==> src/verilog/chc_pkg.sv <==
package chc_pkg;

    // Control word layout.
    localparam int          CHC_W_ADDR_LSB = 13;
    localparam int          CHC_W_RD       = 12;
    localparam int          CHC_W_BC       = 11;
    localparam int          CHC_W_ONES_LSB = 8;
    localparam logic [2:0]  CHC_W_ONES     = 3'h7;

    // Register addresses carried in the control word.
    localparam logic [2:0]  CHC_REG_CTRL2  = 3'h2;
    localparam logic [2:0]  CHC_REG_CTRL3  = 3'h3;

    // Fields of clock_filter_host_port_control.
    localparam int          CHC_R2_TURBO   = 7;
    localparam int          CHC_R2_BYPASS  = 6;
    localparam int          CHC_R2_HA_LSB  = 3;
    localparam int          CHC_R2_GEN_OUT = 2;
    localparam int          CHC_R2_HPS_LSB = 0;
    localparam logic [7:0]  CHC_R2_RESET   = 8'h20;

    // Fields of power_reset_rate_control.
    localparam int          CHC_R3_PD_LSB  = 4;
    localparam int          CHC_R3_SRST    = 3;
    localparam int          CHC_R3_RRF_LSB = 0;
    localparam logic [7:0]  CHC_R3_RESET   = 8'h01;

    // Sub-register index of register 3; the first one is the only one held here.
    localparam logic [1:0]  CHC_SUB_FIRST  = 2'h0;
    localparam logic [1:0]  CHC_SUB_LAST   = 2'h3;

    // Length of the internal reset triggered by software, in clock cycles.
    localparam logic [2:0]  CHC_SOFT_RST_CYCLES = 3'h4;

    // Turbo mode toggles the bit clock twice per prescale period.
    localparam logic [6:0]  CHC_TURBO_INC  = 7'h02;

    typedef enum logic [1:0] {
        CHC_HPS_I2C  = 2'h0,
        CHC_HPS_ALT  = 2'h1,
        CHC_HPS_GOUT = 2'h2,
        CHC_HPS_PASS = 2'h3
    } chc_hps_t;

    typedef enum logic [1:0] {
        CHC_PD_NONE = 2'h0,
        CHC_PD_ADC  = 2'h1,
        CHC_PD_DAC  = 2'h2,
        CHC_PD_ALL  = 2'h3
    } chc_pd_t;

    typedef enum logic [1:0] {
        CHC_ST_RUN  = 2'b01,
        CHC_ST_SRST = 2'b10
    } chc_state_t;

endpackage

==> src/verilog/chc_div.sv <==
// Fractional clock divider: the output toggles inc_in times every mod_in input cycles.
module chc_div
    import chc_pkg::*;
#(
    parameter int W  = 17,
    parameter int IW = 7
) (
    // Clock and reset
    input  wire logic          clk_in,
    input  wire logic          rst_in,
    // Rate
    input  wire logic [IW-1:0] inc_in,
    input  wire logic [W-1:0]  mod_in,
    // Divided clock
    output logic               clk_out
);

    logic [W:0] acc;
    logic [W:0] sum;
    logic       wrap;
    logic [W:0] next_acc;

    // An accumulator keeps the average rate exact when mod_in is not a multiple of inc_in.
    assign sum      = acc + {{(W + 1 - IW){1'b0}}, inc_in};
    assign wrap     = (mod_in != '0) && (sum >= {1'b0, mod_in});
    assign next_acc = wrap ? sum - {1'b0, mod_in} : sum;

    always_ff @(posedge clk_in) begin
        if (rst_in || mod_in == '0) begin
            acc     <= '0;
            clk_out <= 1'b0;
        end else begin
            acc     <= next_acc;
            clk_out <= clk_out ^ wrap;
        end
    end

endmodule // chc_div

==> src/verilog/chc_regs.sv <==
module chc_regs
    import chc_pkg::*;
(
    // Clock and reset
    input  wire logic       clk_in,
    input  wire logic       rst_in,
    // Control words from the host port engine
    input  wire logic [15:0] word_in,
    input  wire logic        word_valid_in,
    input  wire logic        channel_in,
    output logic [7:0]       rd_data_out,
    output logic             rd_valid_out,
    // Host port engine pin requests
    input  wire logic        host_sda_in,
    input  wire logic        host_sda_oe_in,
    // Host port pins
    input  wire logic        scl_in,
    output logic             sda_out,
    output logic             sda_oe_out,
    // Serial port
    input  wire logic        serial_dout_in,
    input  wire logic        frame_flag_in,
    input  wire logic        frame_tick_in,
    output logic             dout_out,
    output logic             sclk_out,
    output logic [1:0]       sample_tick_out,
    // Divider and cascade settings
    input  wire logic [6:0]  div_m_in,
    input  wire logic [3:0]  div_n_in,
    input  wire logic [2:0]  div_p_in,
    input  wire logic [3:0]  devices_in,
    input  wire logic [1:0]  mode_in,
    input  wire logic [3:0]  dev_addr_in,
    input  wire logic        diff_rate_in,
    // Configuration towards the codec
    output logic             turbo_out,
    output logic             filter_bypass_out,
    output logic [6:0]       host_address_out,
    output logic [1:0]       host_port_select_out,
    output logic [3:0]       power_down_out,
    output logic             soft_reset_out
);

    logic [7:0]  r2 [2];
    logic [7:0]  r3a [2];
    logic [1:0]  sub_idx [2];
    logic [2:0]  ratio_cnt [2];
    logic [2:0]  rst_cnt;
    chc_state_t  state;
    chc_state_t  next_state;
    logic [1:0]  scl_sync;

    // Decode of the control word.
    logic [2:0]  w_addr;
    logic        w_rd;
    logic        w_bc;
    logic        w_ok;
    logic        wr2;
    logic [1:0]  hit3;
    logic [1:0]  wr3a;
    logic        soft_go;
    logic        clr;
    chc_hps_t    hps;
    logic [7:0]  r3_view;
    logic [7:0]  next_rd_data;
    logic        next_sda;
    logic        next_sda_oe;
    logic        next_dout;
    logic [1:0]  next_tick;

    assign w_addr  = word_in[CHC_W_ADDR_LSB +: 3];
    assign w_rd    = word_in[CHC_W_RD];
    assign w_bc    = word_in[CHC_W_BC];
    // Words without the ones pattern, and all words during a soft reset, are ignored.
    assign w_ok    = word_valid_in && word_in[CHC_W_ONES_LSB +: 3] == CHC_W_ONES
                     && state == CHC_ST_RUN;
    assign wr2     = w_ok && !w_rd && w_addr == CHC_REG_CTRL2;
    assign soft_go = (wr3a != 2'b00) && word_in[CHC_R3_SRST];
    assign clr     = rst_in || state == CHC_ST_SRST;
    assign hps     = chc_hps_t'(r2[0][CHC_R2_HPS_LSB +: 2]);

    genvar g;
    generate
        for (g = 0; g < 2; g++) begin : g_ch
            // A broadcast write reaches both channels; reads stay on the named one.
            assign hit3[g] = w_ok && w_addr == CHC_REG_CTRL3
                             && (channel_in == 1'(g) || (w_bc && !w_rd));
            assign wr3a[g] = hit3[g] && !w_rd && sub_idx[g] == CHC_SUB_FIRST;
            // A ratio code of 000 wraps to a last count of 7, giving a ratio of eight.
            assign next_tick[g] = frame_tick_in && (!diff_rate_in
                                  || ratio_cnt[g] == r3a[g][CHC_R3_RRF_LSB +: 3] - 3'h1);
        end
    endgenerate

    // The soft reset bit is shared, so it is shown from the state rather than stored twice.
    assign r3_view = (sub_idx[channel_in] == CHC_SUB_FIRST)
                     ? {2'b00, r3a[channel_in][5:4], state == CHC_ST_SRST,
                        r3a[channel_in][2:0]}
                     : {sub_idx[channel_in], 6'h00};
    assign next_rd_data = (w_addr == CHC_REG_CTRL2) ? r2[channel_in]
                        : (w_addr == CHC_REG_CTRL3) ? r3_view : 8'h00;

    always_comb begin
        next_sda    = host_sda_in;
        next_sda_oe = host_sda_oe_in;
        next_dout   = serial_dout_in;
        case (hps)
            CHC_HPS_I2C, CHC_HPS_ALT: begin
                next_sda    = host_sda_in;
                next_sda_oe = host_sda_oe_in;
            end
            CHC_HPS_GOUT: begin
                next_sda    = r2[0][CHC_R2_GEN_OUT];
                next_sda_oe = 1'b1;
            end
            CHC_HPS_PASS: begin
                next_sda    = frame_flag_in;
                next_sda_oe = 1'b1;
                next_dout   = scl_sync[1];
            end
            default: begin
                next_sda    = host_sda_in;
                next_sda_oe = host_sda_oe_in;
            end
        endcase
    end

    always_comb begin
        next_state = state;
        case (state)
            CHC_ST_RUN:  if (soft_go) next_state = CHC_ST_SRST;
            CHC_ST_SRST: if (rst_cnt == 3'h1) next_state = CHC_ST_RUN;
            default:     next_state = CHC_ST_RUN;
        endcase
    end

    // Bit clock divider settings; codes of zero stand for the largest M, N and P.
    logic [7:0]  m_val;
    logic [4:0]  n_val;
    logic [3:0]  p_val;
    logic [16:0] mnp;
    logic [6:0]  slow_inc;
    logic [6:0]  div_inc;
    logic [16:0] div_mod;

    assign m_val    = (div_m_in == 7'h00) ? 8'h80 : {1'b0, div_m_in};
    assign n_val    = (div_n_in == 4'h0) ? 5'h10 : {1'b0, div_n_in};
    assign p_val    = (div_p_in == 3'h0) ? 4'h8 : {1'b0, div_p_in};
    assign mnp      = {9'h000, m_val} * {12'h000, n_val} * {13'h0000, p_val};
    // Bit clock over master clock is devices x mode / (M x N x P), so the 2s cancel.
    assign slow_inc = {2'b00, devices_in, 1'b0} * {5'h00, mode_in};
    assign div_inc  = r2[0][CHC_R2_TURBO] ? CHC_TURBO_INC : slow_inc;
    assign div_mod  = r2[0][CHC_R2_TURBO] ? {13'h0000, p_val} : mnp;

    chc_div #(.W(17), .IW(7)) u_div (
        .clk_in  (clk_in),
        .rst_in  (rst_in),
        .inc_in  (div_inc),
        .mod_in  (div_mod),
        .clk_out (sclk_out)
    );

    always_ff @(posedge clk_in) begin
        if (rst_in) begin
            state   <= CHC_ST_RUN;
            rst_cnt <= 3'h0;
        end else begin
            state   <= next_state;
            rst_cnt <= soft_go ? CHC_SOFT_RST_CYCLES : rst_cnt - {2'b00, rst_cnt != 3'h0};
        end
    end

    always_ff @(posedge clk_in) begin
        for (int c = 0; c < 2; c++) begin
            if (clr) begin
                r2[c]        <= CHC_R2_RESET;
                r3a[c]       <= CHC_R3_RESET;
                sub_idx[c]   <= CHC_SUB_FIRST;
                ratio_cnt[c] <= 3'h0;
            end else begin
                // Both copies of register 2 take every write, whichever channel it names.
                if (wr2) r2[c] <= word_in[7:0];
                if (wr3a[c]) r3a[c] <= {2'b00, word_in[5:4], 1'b0, word_in[2:0]};
                if (hit3[c]) sub_idx[c] <= sub_idx[c] + 2'h1;
                if (frame_tick_in) ratio_cnt[c] <= next_tick[c] ? 3'h0 : ratio_cnt[c] + 3'h1;
            end
        end
    end

    always_ff @(posedge clk_in) begin
        if (rst_in) begin
            scl_sync <= 2'b00;
        end else begin
            scl_sync <= {scl_sync[0], scl_in};
        end
    end

    always_ff @(posedge clk_in) begin
        if (rst_in) begin
            rd_data_out          <= 8'h00;
            rd_valid_out         <= 1'b0;
            sda_out              <= 1'b0;
            sda_oe_out           <= 1'b0;
            dout_out             <= 1'b0;
            sample_tick_out      <= 2'b00;
            turbo_out            <= 1'b0;
            filter_bypass_out    <= 1'b0;
            host_address_out     <= {CHC_R2_RESET[CHC_R2_HA_LSB +: 3], 4'h0};
            host_port_select_out <= CHC_HPS_I2C;
            power_down_out       <= 4'h0;
            soft_reset_out       <= 1'b0;
        end else begin
            rd_data_out          <= next_rd_data;
            rd_valid_out         <= w_ok && w_rd;
            sda_out              <= next_sda;
            sda_oe_out           <= next_sda_oe;
            dout_out             <= next_dout;
            sample_tick_out      <= next_tick;
            turbo_out            <= r2[0][CHC_R2_TURBO];
            filter_bypass_out    <= r2[0][CHC_R2_BYPASS];
            host_address_out     <= {r2[0][CHC_R2_HA_LSB +: 3], dev_addr_in};
            host_port_select_out <= r2[0][CHC_R2_HPS_LSB +: 2];
            power_down_out       <= {r3a[1][CHC_R3_PD_LSB +: 2],
                                     r3a[0][CHC_R3_PD_LSB +: 2]};
            soft_reset_out       <= next_state == CHC_ST_SRST;
        end
    end
endmodule // chc_regs

==> config.mk <==
export PLATFORM = sky130hd
export DESIGN_NAME = chc_regs
export DESIGN_NICKNAME = d
export VERILOG_FILES = /design/src/verilog/chc_pkg.sv /design/src/verilog/chc_div.sv /design/src/verilog/chc_regs.sv
export SDC_FILE = /design/constraint.sdc
export NUM_CORES = 1
export LEC_CHECK = 0
export BUFFER_PORTS_ARGS = -buffer_cell sky130_fd_sc_hd__buf_2
export CORE_AREA = 2 2 115 117
export DETAILED_ROUTE_END_ITERATION = 10
export DIE_AREA = 0 0 117 119
export PLACE_DENSITY = 0.81
export SYNTH_ARGS = -nofsm -noshare
export SYNTH_HDL_FRONTEND = slang
export SYNTH_SLANG_ARGS = --single-unit
export TNS_END_PERCENT = 30
==> constraint.sdc <==
create_clock -name clk_in -period 8.8 [get_ports clk_in]
set_clock_uncertainty 0.15 [all_clocks]
set_input_delay 0 -clock clk_in [delete_from_list [all_inputs] [get_ports clk_in]]
set_output_delay 0 -clock clk_in [all_outputs]
set_load 0.03 [all_outputs]
; After elaboration in Yosys (flattened, before gate mapping)
; Memories as Yosys holds them, arrays and structs flattened.
; Cells that the tools add are included.
; W data, S select, Z words.
[word_totals]
inputBits = 51
out_inout_bits = 31
mem_bits_rw = 36
mem_count = 4
reg_bits = 56
[op_classes]
eq_ne = 12
mul = 3
n_reduce_logical = 39
mux = 46
order_cmp = 1
n_bitwise = 10
n_addsub = 9
[memory_table]
columns = memory, words, width, rd, rd_clocked_by_memory_dff, write_ports, line_no
row1 = r2, 2, 8, 2, 0, 2, chc_regs.sv:44  ; logic [7:0] r2 [2];
row2 = r3a, 2, 5, 3, 0, 2, chc_regs.sv:45  ; logic [7:0] r3a [2];
row3 = ratio_cnt, 2, 3, 2, 0, 2, chc_regs.sv:47  ; logic [2:0] ratio_cnt [2];
row4 = sub_idx, 2, 2, 3, 0, 2, chc_regs.sv:46  ; logic [1:0] sub_idx [2];
[op_table]
columns = operator, count
row1 = $mux W8, 6
row2 = $mux W1, 21
row3 = $add A18 B7 Y18, 1
row4 = $ge A18 B17 Y1, 1
row5 = $mux W18, 1
row6 = $sub A18 B17 Y18, 1
row7 = $logic_and A1 B1 Y1, 17
row8 = $logic_not A17 Y1, 1
row9 = $mul A13 B4 Y17, 1
row10 = $mux W17, 1
row11 = $reduce_bool A17 Y1, 1
row12 = $mux W3, 5
row13 = $mux W5, 3
row14 = $mul A8 B5 Y13, 1
row15 = $eq A2 B2 Y1 const B, 4
row16 = $logic_not A2 Y1, 4
row17 = $mux W2, 4
row18 = $or A1 B1 Y1, 8
row19 = $logic_not A7 Y1, 1
row20 = $mux W7, 1
row21 = $add A3 B1 Y3 const B, 2
row22 = $eq A3 B2 Y1 const B, 2
row23 = $eq A3 B3 Y1, 2
row24 = $logic_or A1 B1 Y1, 6
row25 = 19 further kinds, 25

; Longest topological paths before layout
; Gate-level depths: netlist (run 1).
[depth]
ltp_word = 12
mapped_depth = 35
depth_no_buf = 33

; Modules after synthesis
; From an unflattened synthesis (run 1), not the netlist that was laid out.
[hier_totals]
cells_unflattened = 883
area_unflattened_um2 = 7817.5
[modules_own_cells]
columns = mod, n_inst, cells_each, area_per_inst_um2
row1 = chc_regs, 1, 624, 5698.0
row2 = chc_div, 1, 259, 2119.5

; Least setup slack after synthesis (run 1)
; OpenSTA, ideal clock, no wires.
[synth_timing]
path_type = input-to-reg
from = input port div_n_in[2]
to = register u_div.acc[12]
arrival_ps = 7815
stages = 34
setup_time_ps = 114
slack_ps = 720
cell_sequence = clkbuf_1 > nor4_1 > nand2_1 > fa_1 > fa_1 > inv_1 > fa_1 > ha_1 > nor2b_1 > o21ai_0 > a21boi_0 > o21ai_0 > nand2b_1 > xor2_1 > nand2_1 > fa_1 > fa_1 > inv_1 > ha_1 > a21o_1 > a21o_1 > or2_4 > a21o_1 > a21oi_1 > xnor2_1 > nand2_1 > ha_1 > nand2_1 > o21ai_0 > o21ai_1 > nand2b_1 > clkbuf_1 > mux2i_1 > nor2_1
[synth_between]
elab_chain_cells = 8
[synth_lines]
columns = item, line_no
row1 = start: declaration, chc_regs.sv:29  ; input wire logic [3:0] div_n_in,
row2 = $logic_not A4 Y1, chc_regs.sv:147  ; assign n_val = (div_n_in == 4'h0) ? 5'h10 : {1'b0, div_n_in};
row3 = $mux W5 *, chc_regs.sv:147
row4 = $mul A8 B5 Y13 *, chc_regs.sv:149  ; assign mnp = {9'h000, m_val} * {12'h000, n_val} * {13'h0000, p_val};
row5 = $mul A13 B4 Y17 *, chc_regs.sv:149
row6 = $mux W17 *, chc_regs.sv:153  ; assign div_mod = r2[0][CHC_R2_TURBO] ? {13'h0000, p_val} : mnp;
row7 = $ge A18 B17 Y1 or $reduce_bool A17 Y1 (tied branches), chc_div.sv:25  ; assign wrap = (mod_in != '0) && (sum >= {1'b0, mod_in});
row8 = $logic_and A1 B1 Y1, chc_div.sv:25
row9 = $mux W18, chc_div.sv:26  ; assign next_acc = wrap ? sum - {1'b0, mod_in} : sum;
row10 = end signal: assignment, chc_div.sv:33  ; acc <= next_acc;
row11 = end: declaration, chc_div.sv:18  ; logic [W:0] acc;
; Every way passes the cells marked *; elsewhere a longest branch is shown, timed or not.
; A chain may end at the register's enable or synchronous reset.

; Final worst setup path (run 1)
[layout_timing]
from = input port div_n_in[0]
to = register u_div.acc[8]
; Same word-level chain as after synthesis.

==> impl_metrics.csv, run 1 <==
group,metric,value,unit
pwr,switchingPower,1100,uW
setup_path,worst_ep_required_time,8.87,ns
timing,final.period_utilization,91.0,%
setup_path,path_class,"primary input to flip-flop",
finish,drive_above_1_share,12.1,%
timing,grt_setup_unrepaired,"no",
drt,antenna_left,0,
drt,first_pass_iters,5,
clocking,insertion_delay,0.34,ns
synth,synth_top_cell_by_area,"dfxtp_1",
synth,ys_types,58,
setup_path,slowest_stage,"fa_1",
grt,grt_pass1_vias,6011,
synth,yosysSeqAreaShare,25.8,%
timing,slew_headroom,27.9,%
place,dpl_cell_area,0.00816,sq mm
setup_path,start_kind,"primary input",
drt,routed.top_layer,"met4",
pwr,internal-power,1340,uW
flow_run,max_cap_violations,0,
clocking,cts_made_buffers,9,
drt,vias,6173,
timing,setup_viol_count_final,0,
setup_path,worst_path_largest_cell_delay,0.54,ns
finish,area_growth,14.3,%
synth,synth-edff-count,28,
clocking,tritoncts_num_sinks,84,
pwr,p_comb_share,65.4,%
clocking,cts.clk_slew.worst_paths,0.06,ns
die,die_area,0.0139,sq mm
synth,syn_nets,1037,
synth,synth.most_common_cell,"ha_1",
grt,grt_usage,24.5,%
timing,drv_slew,0,
synth,synthTopCellsByCount,"ha_1, inv_1, nand2_1",
pwr,pwr-share-clk,14.4,%
drt,wirelength,16100,um
synth,synth_area_leaders,"dfxtp_1, ha_1, fa_1, edfxtp_1, and2_1",
timing,hold-worst-slack,0.0272,ns
grt,grt_max_degree,38,
synth,synthArstFlopShare,0,%
synth,ys.flop_type,"dfxtp_1",
die,io_pins,82,
place,port_buffers,81,
clocking,h-tree-depth,3,
place,gp_congestion,0.860,
timing,finalHoldViolCount,0,
setup_path,end_kind,"flip-flop",
drt,route.met2.wl,7660,um
clocking,cts_setup_buffers,0,
clocking,post_cts_resized,0,
run_status,status,"completed",
setup_path,crit_top_cell,"fa_1",
drt,wl_per_cell,14.1,um
clocking,ctsHoldBuffers,26,
drt,met1Wirelength,7550,um
timing,period_needed,8.01,ns
synth,yosys_warnings,0,
setup_path,arrival,8.08,ns
clocking,cts_tree,"yes",
timing,fmax,125,MHz
die,fp.coreArea,0.0129,sq mm
finish,antenna_cells,0,
timing,fin_tns_setup,0,ns
synth,synth_top_area_share,14.7,%
die,start_util,59.1,%
synth,synth-seq-cells,84,
setup_path,path_max_fanout,31,
drt,met3_length,608,um
grt,grt_first_pass_wirelength,27600,um
die,fp.dieW,117,um
finish,finalNetCount,1137,
pwr,sequentialPowerShare,20.2,%
clocking,clock_tree.root_cell,"clkbuf_16",
clocking,cts_buffer_depth,2,
grt,antenna_found_initial,0,
synth,syn-instance-count,865,
pwr,leakage,0.00411,uW
finish,finalInstanceArea,0.00870,sq mm
grt,grt_overflow,0,
min_path,hp-class,"primary input to flip-flop",
pwr,powerDensity,281,mW/mm^2
place,hpwl,12200,um
synth,synth_area_per_cell,8.79,sq um
synth,syn_area,0.00760,sq mm
timing,worst_pin_slew,1.07,ns
drt,drt_iter0_markers,341,
drt,via_per_inst,5.39,
die,die_height,119,um
finish,fin_util,67.5,%
pwr,swShare,45.0,%
drt,post-route-drc-count,0,
pwr,power,2440,uW
pwr,vdd_ir_drop_max,191,uV
die,fp-row-count,42,
[kinds of logic (layout without fill, tap and decap cells)]
logic type | after synthesis | count (layout) | share of synthesized area, %
buffers and inverters | 98 | 203 | 5.08
AO/OA/AOI/OAI | 149 | 149 | 12.9
AND/OR/NAND/NOR | 339 | 339 | 23.2
adder cells (fa/ha/maj) | 121 | 121 | 24.2
multiplexers | 16 | 16 | 2.19
flip-flops | 84 | 84 | 25.8
XOR/XNOR | 58 | 58 | 6.68
[stage by stage]
step,cells,setup slack (ns)
final,1146,0.792
after global placement,1104,0.686
after global routing,1146,0.171
after CTS,1146,0.777
after detailed placement,1104,0.541
after floorplan,865,0.720
[power groups by stage]
stage	registers, uW	logic [uW]	clock network (uW)
finish	494	1600	352
global route	502	1800	374
global placement	500	1540	0
floorplan	506	1260	0
CTS	494	1590	355
detailed placement	502	1560	0
[layer usage]
metal	global-route usage [%]	vias to the layer above
met1	33.3	2873
met2	40.7	126
met5	0	-
met4	7.43	0
met3	3.21	25
li1	-	3149
[worst max-delay path: cells and delay by family]
kind | cells | cell delay, ns
AND/OR/NAND/NOR | 10 | 1.41
buffers and inverters | 5 | 0.77
XOR/XNOR | 2 | 0.43
adder cells (fa/ha/maj) | 8 | 3.64
AO/OA/AOI/OAI | 10 | 1.81
[path summary, 6_finish.rpt]
kind                                from                         to  slack, ns  cells past startpoint
setup / recovery             div_n_in[0]    u_div.acc[8]$_SDFF_PP0_       0.79                     35
hold / removal               word_in[14]  rd_data_out[3]$_SDFF_PP0_       0.03                      4
setup reg to reg  r2[1][7]$_SDFFCE_PN0P_    u_div.acc[8]$_SDFF_PP0_       3.41                     19
hold reg to reg   scl_sync[0]$_SDFF_PP0_     scl_sync[1]$_SDFF_PP0_       0.29                      1
[sequential cells by signal, summed over array words and instances (netlist names)]
signal                cells
turbo_out                 1
u_div.clk_out             1
sda_out                   1
host_port_select_out      2
dout_out                  1
rst_cnt                   3
sample_tick_out           2
filter_bypass_out         1
soft_reset_out            1
r2                        8
scl_sync                  2
r3a                      10
rd_data_out               8
sub_idx                   4
host_address_out          7
state                     2
rd_valid_out              1
sda_oe_out                1
u_div.acc                18
power_down_out            4
ratio_cnt                 6
[layout by cell type, fill, tap and decap left out, types with 4 or more instances in the layout]
cell / n
inv_1: 76
clkbuf_16: 9
edfxtp_1: 28
nand2b_1: 14
nand3_1: 16
xor2_1: 17
a211oi_2: 5
nand3b_1: 5
a211oi_1: 17
nand4_1: 6
and3_1: 10
nand2_1: 72
and2_1: 69
dlygate4sd3_1: 26
or3_1: 14
o21bai_1: 5
fa_1: 43
o21ai_0: 28
or2_2: 7
o31ai_1: 4
o21a_1: 9
xnor2_1: 41
nor2b_1: 28
mux2i_1: 14
buf_2: 81
buf_4: 4
a21oi_1: 45
nor3_1: 19
dfxtp_1: 56
nor2_1: 66
a21o_1: 14
ha_1: 78
[cell type report]
type                       count  area [sq um]
tap                          176           220
clock buffer                   9           225
clock inverter                 7          51.3
inverter                      76           285
timing repair buffer         111           696
multi-input combinational    683          5260
fill                        1032          4180
sequential                    84          1960
No activity file was read; power rests on OpenSTA's default activity.
==> run 2: changes to the inputs <==
Settings changed: CORE_AREA 2 2 115 117 to 2 2 98 138, DIE_AREA 0 0 117 119 to 0 0 100 140.
==> impl_metrics.csv, run 2 (synthesized netlist as in run 1, its figures left out) <==
group,metric,value,unit
die,die_height,140,um
timing,final.period_utilization,88.7,%
clocking,insertion_delay,0.34,ns
pwr,p_comb_share,64.9,%
finish,top_regs,"u_div.acc x18, r3a x10",
min_path,hp-class,"primary input to flip-flop",
timing,grt_setup_unrepaired,"no",
timing,slew_headroom,14.1,%
die,fp.dieW,100,um
drt,drt_iter0_markers,382,
die,io_pins,82,
place,gp_congestion,0.932,
grt,grt_overflow,0,
drt,post-route-drc-count,0,
setup_path,path_class,"primary input to flip-flop",
grt,globalRouteMet1Util,29.5,%
setup_path,path_max_fanout,31,
drt,first_pass_iters,4,
die,die_area,0.0140,sq mm
finish,largest_register_ffs,18,
place,hpwl,12500,um
grt,grt_max_degree,38,
setup_path,end_kind,"flip-flop",
finish,drive_above_1_share,12.4,%
pwr,vdd_ir_drop_max,172,uV
pwr,sequentialPowerShare,19.9,%
pwr,internal-power,1380,uW
grt,grt_usage,25.9,%
run_status,status,"completed",
clocking,h-tree-depth,3,
timing,drv_slew,0,
setup_path,arrival,7.85,ns
clocking,cts_tree,"yes",
grt,antenna_found_initial,0,
pwr,switchingPower,1100,uW
timing,setup_viol_count_final,0,
setup_path,crit_top_cell,"fa_1",
timing,period_needed,7.80,ns
grt,grt_pass1_vias,6474,
setup_path,start_kind,"primary input",
clocking,cts_buffer_depth,2,
drt,vias,6401,
timing,fin_tns_setup,0,ns
finish,top_register,"u_div.acc",
finish,finalNetCount,1138,
clocking,tritoncts_num_sinks,84,
place,dpl_cell_area,0.00815,sq mm
drt,wirelength,17500,um
setup_path,worst_ep_required_time,8.85,ns
pwr,pwr-share-clk,15.2,%
place,port_buffers,81,
clocking,cts_made_buffers,9,
pwr,leakage,0.00414,uW
drt,antenna_left,0,
flow_run,max_cap_violations,0,
clocking,cts.clk_slew.worst_paths,0.07,ns
clocking,cts_setup_buffers,0,
pwr,powerDensity,285,mW/mm^2
grt,use_met2,48.5,%
timing,hold-worst-slack,0.0120,ns
finish,finalInstanceArea,0.00871,sq mm
timing,fmax,128,MHz
clocking,clock_tree.root_cell,"clkbuf_16",
grt,grt_util_met3,3.29,%
timing,finalHoldViolCount,0,
drt,via_per_inst,5.69,
finish,final_cell_mix,"buf_2, ha_1, inv_1",
die,fp-row-count,49,
finish,antenna_cells,0,
finish,area_growth,14.5,%
die,start_util,59.6,%
setup_path,worst_path_largest_cell_delay,0.55,ns
grt,top_usage_layer,"met2",
finish,final_common_cell,"buf_2",
timing,worst_pin_slew,1.28,ns
drt,wl_per_cell,15.6,um
grt,grt_first_pass_wirelength,29400,um
pwr,swShare,44.5,%
die,fp.coreArea,0.0128,sq mm
setup_path,slowest_stage,"fa_1",
==> run 2: stage by stage <==
stage               total power (uW)  setup slack, ns  std cells  util (%)
detailed placement              2080            0.689       1082      63.9
CTS                             2470             1.02       1123      68.2
floorplan                       1760            0.720        865         -
finish                          2480            0.996       1124      68.3
global placement                2050            0.858       1082      63.9
global route                    2700            0.421       1124      68.3
==> run 2: worst max-delay path, delay by kind of cell <==
kind            cells  cell delay (ns)
compound gates      9             1.67
xor+xnor            2             0.36
fa+ha+maj           8             3.60
buf+inv             5             0.65
mux                 1             0.22
simple gates       10             1.35
==> run 2: area by class of cell <==
class                           instances  area (sq um)
Clock inverter                          6          51.3
Timing Repair Buffer                  112           711
Sequential cell                        84          1960
Multi-Input combinational cell        683          5260
Clock buffer                           10           250
Inverter                               76           285
Fill cell                             963          4050
Tap cell                              153           191
==> run 2: final timing paths <==
kind                          start  slack [ns]  cells after the start                        to
min reg2reg  scl_sync[0]$_SDFF_PP0_        0.33                      1    scl_sync[1]$_SDFF_PP0_
max                     div_n_in[0]         1.0                     35  u_div.acc[15]$_SDFF_PP0_
min                          rst_in        0.01                      3     rst_cnt[2]$_SDFF_PP0_
max reg2reg  r2[1][7]$_SDFFCE_PN0P_        3.62                     19  u_div.acc[14]$_SDFF_PP0_
==> run 2: layer usage <==
layer | up-vias | share of wire [%]
li1 | 3153 | -
met2 | 177 | 53
met5 | - | 0
met1 | 3036 | 40
met4 | 0 | 2.6
met3 | 35 | 3.8
==> run 2: power by group through the flow <==
stage / Clock (uW) / Sequential [uW] / Combinational, uW
after floorplan: 0 / 506 / 1260
after global placement: 0 / 498 / 1550
after detailed placement: 0 / 500 / 1580
after CTS: 377 / 492 / 1600
after global routing: 396 / 500 / 1800
final: 376 / 494 / 1610
==> run 2: timing repair <==
action,in CTS,in global routing
hold buffers,25,0
resized for setup,0,0
endpoints found under the hold margin,42,0
setup endpoints to repair,0,0
==> run 3: changes to the inputs <==
Settings changed: CORE_AREA 2 2 98 138 to 2 2 99 139, DIE_AREA 0 0 100 140 to 0 0 101 141, SYNTH_HIERARCHICAL set to 1.
==> impl_metrics.csv, run 3 <==
group,metric,value,unit
finish,nFillCells,1050,
finish,final_cell_mix,"inv_1, and2_1, buf_2",
die,fp.coreArea,0.0131,sq mm
setup_path,arrival,8.43,ns
flow_run,max_cap_violations,0,
setup_path,rrSetupSlack,3.98,ns
clocking,clock_tree.root_cell,"clkbuf_16",
timing,grt_setup_unrepaired,"no",
setup_path,path_class,"primary input to flip-flop",
finish,seqCellArea,0.00196,sq mm
clocking,post_cts_resized,0,
synth,synth_top_cell_by_area,"dfxtp_1",
drt,wl_per_cell,15.3,um
timing,worst_pin_slew,0.843,ns
finish,top_register,"u_div/acc",
synth,syn_area,0.00782,sq mm
timing,fmax,120,MHz
pwr,vdd_ir_drop_max,165,uV
pwr,power,2650,uW
drt,first_pass_iters,5,
clocking,cts_setup_buffers,0,
timing,slew_headroom,43.3,%
setup_path,path_max_fanout,12,
synth,synth-seq-cells,84,
clocking,cts_made_buffers,9,
min_path,holdPathStages,4,
drt,post-route-drc-count,0,
finish,top_regs,"u_div/acc x18, r3a x10",
synth,synthTopCellsByCount,"inv_1, and2_1, ha_1",
finish,area_growth,14.8,%
setup_path,reg2reg_to,"u_div/acc[0]$_SDFF_PP0_",
synth,yosys_warnings,6,
grt,top_usage_layer,"met2",
synth,synth_area_leaders,"dfxtp_1, ha_1, fa_1, edfxtp_1, and2_1",
setup_path,worst_ep_required_time,8.91,ns
synth,synth_area_per_cell,8.85,sq um
die,fp-row-count,50,
grt,grt_util_met3,4.12,%
drt,vias,6492,
finish,largest_register_ffs,18,
grt,grt_usage,26.0,%
synth,ys_types,67,
die,io_pins,82,
setup_path,end_kind,"flip-flop",
synth,synth.most_common_cell,"inv_1",
timing,final.period_utilization,94.5,%
setup_path,start_kind,"primary input",
synth,synthArstFlopShare,0,%
min_path,min-delay-start,"word_in[14]",
grt,use_met2,49.1,%
grt,globalRouteMet1Util,28.6,%
finish,drive_above_1_share,13.3,%
drt,via_per_inst,5.63,
finish,antenna_cells,0,
run_status,status,"completed",
timing,finalHoldViolCount,0,
clocking,cts.clk_slew.worst_paths,0.06,ns
clocking,h-tree-depth,3,
synth,synth_top_area_share,14.3,%
setup_path,slowest_stage,"fa_1",
synth,yosysSeqAreaShare,25.1,%
place,hpwl,13900,um
timing,period_needed,8.32,ns
die,start_util,59.5,%
clocking,cts_tree,"yes",
min_path,hp-class,"primary input to flip-flop",
min_path,min_to,"rd_data_out[7]$_SDFF_PP0_",
setup_path,worst_path_largest_cell_delay,0.54,ns
pwr,powerDensity,296,mW/mm^2
place,gp_congestion,0.858,
clocking,cts_buffer_depth,2,
synth,ys.flop_type,"dfxtp_1",
clocking,ctsHoldBuffers,26,
finish,final_common_cell,"inv_1",
place,port_buffers,81,
synth,syn-instance-count,883,
grt,grt_pass1_vias,6609,
setup_path,r2r_start,"r2[1][7]$_SDFFCE_PN0P_",
synth,synth-edff-count,28,
die,die_height,141,um
setup_path,r2r_cells,16,
timing,drv_slew,0,
finish,finalInstanceArea,0.00897,sq mm
grt,grt_overflow,0,
grt,antenna_found_initial,1,
drt,antenna_left,0,
drt,drt_iter0_markers,236,
place,dpl_cell_area,0.00841,sq mm
die,fp.dieW,101,um
clocking,tritoncts_num_sinks,84,
die,die_area,0.0142,sq mm
finish,final_cells,1154,
grt,grt_first_pass_wirelength,29900,um
finish,multi_input_area,0.00543,sq mm
timing,fin_tns_setup,0,ns
timing,setup_viol_count_final,0,
drt,wirelength,17700,um
place,dpl.cell_count,1112,
pwr,leakage,0.00440,uW
synth,syn_nets,1056,
grt,grt_max_degree,37,
finish,finalNetCount,1166,
clocking,insertion_delay,0.35,ns
-- run 3: cell types whose count changed in the layout (fill, tap and decap cells not counted), sizes merged, moves of 5 or more --
| cell | change |
|---|---|
| or3 | -7 |
| inv | +18 |
| xor2 | +13 |
| mux2i | +7 |
| xnor2 | -7 |
| nor2b | -7 |
| a211oi | -11 |
| and2 | +15 |
| nand2b | -5 |
| a21oi | -5 |
-- run 3: how the worst max path moves through the flow --
stage	slack, ns	from	depth (start not counted)	endpoint
2_1_floorplan	0.90	div_n_in[0]	32	u_div/acc[2]$_SDFF_PP0_
3_3_place_gp	0.43	div_n_in[0]	34	u_div/acc[0]$_SDFF_PP0_
3_5_place_dp	0.23	div_n_in[0]	34	u_div/acc[0]$_SDFF_PP0_
4_1_cts	0.53	div_n_in[0]	34	u_div/acc[0]$_SDFF_PP0_
5_1_grt	0.01	div_n_in[0]	34	u_div/acc[0]$_SDFF_PP0_
6_report	0.48	div_n_in[0]	34	u_div/acc[0]$_SDFF_PP0_
-- run 3: critical path: cells and delay by family --
family | cells | cell delay [ns]
adder cells (fa/ha/maj) | 8 | 3.53
AO/OA/AOI/OAI | 9 | 2.36
buffers and inverters | 7 | 0.61
AND/OR/NAND/NOR | 8 | 1.67
XOR/XNOR | 2 | 0.22
-- run 3: per-layer routing --
layer | wire [um] | vias up
li1 | - | 3214
met5 | 11 | -
met4 | 486 | 2
met3 | 662 | 41
met1 | 7000 | 3077
met2 | 9490 | 158
-- run 3: power breakdown --
part,leakage (uW),internal (uW),switching (uW)
registers,0.000749,454,28.8
clock network,0.000149,224,162
logic,0.00350,777,1010
total,0.00440,1460,1200
-- run 3: final cells by class --
type / instances / share of cell area (%)
well taps: 156 / 2.18
multi-input cells: 689 / 60.5
clock buffers: 9 / 2.51
flip-flops and latches: 84 / 21.9
clock inverters: 7 / 0.893
repair buffers: 116 / 8.17
inverters: 93 / 3.89
-- run 3: cells by family (layout without fill, tap and decap cells) --
family	Yosys count	count (layout)	share of synthesized area (%)
simple gates	332	332	22.6
flops	84	84	25.1
compound gates	145	145	12.6
mux	25	25	3.26
fa+ha+maj	122	122	23.7
xor+xnor	64	64	7.27
buf+inv	110	225	5.49
other cells	1	1	0.0480
-- run 3: stage by stage --
stage               hold slack, ns  util, %  worst slack (ns)
floorplan                  -0.0669        -             0.897
global placement            0.0546     64.0             0.430
detailed placement          0.0654     64.0             0.227
CTS                         0.0108     68.3             0.527
global route                0.0505     68.3            0.0113
finish                      0.0175     68.3             0.481
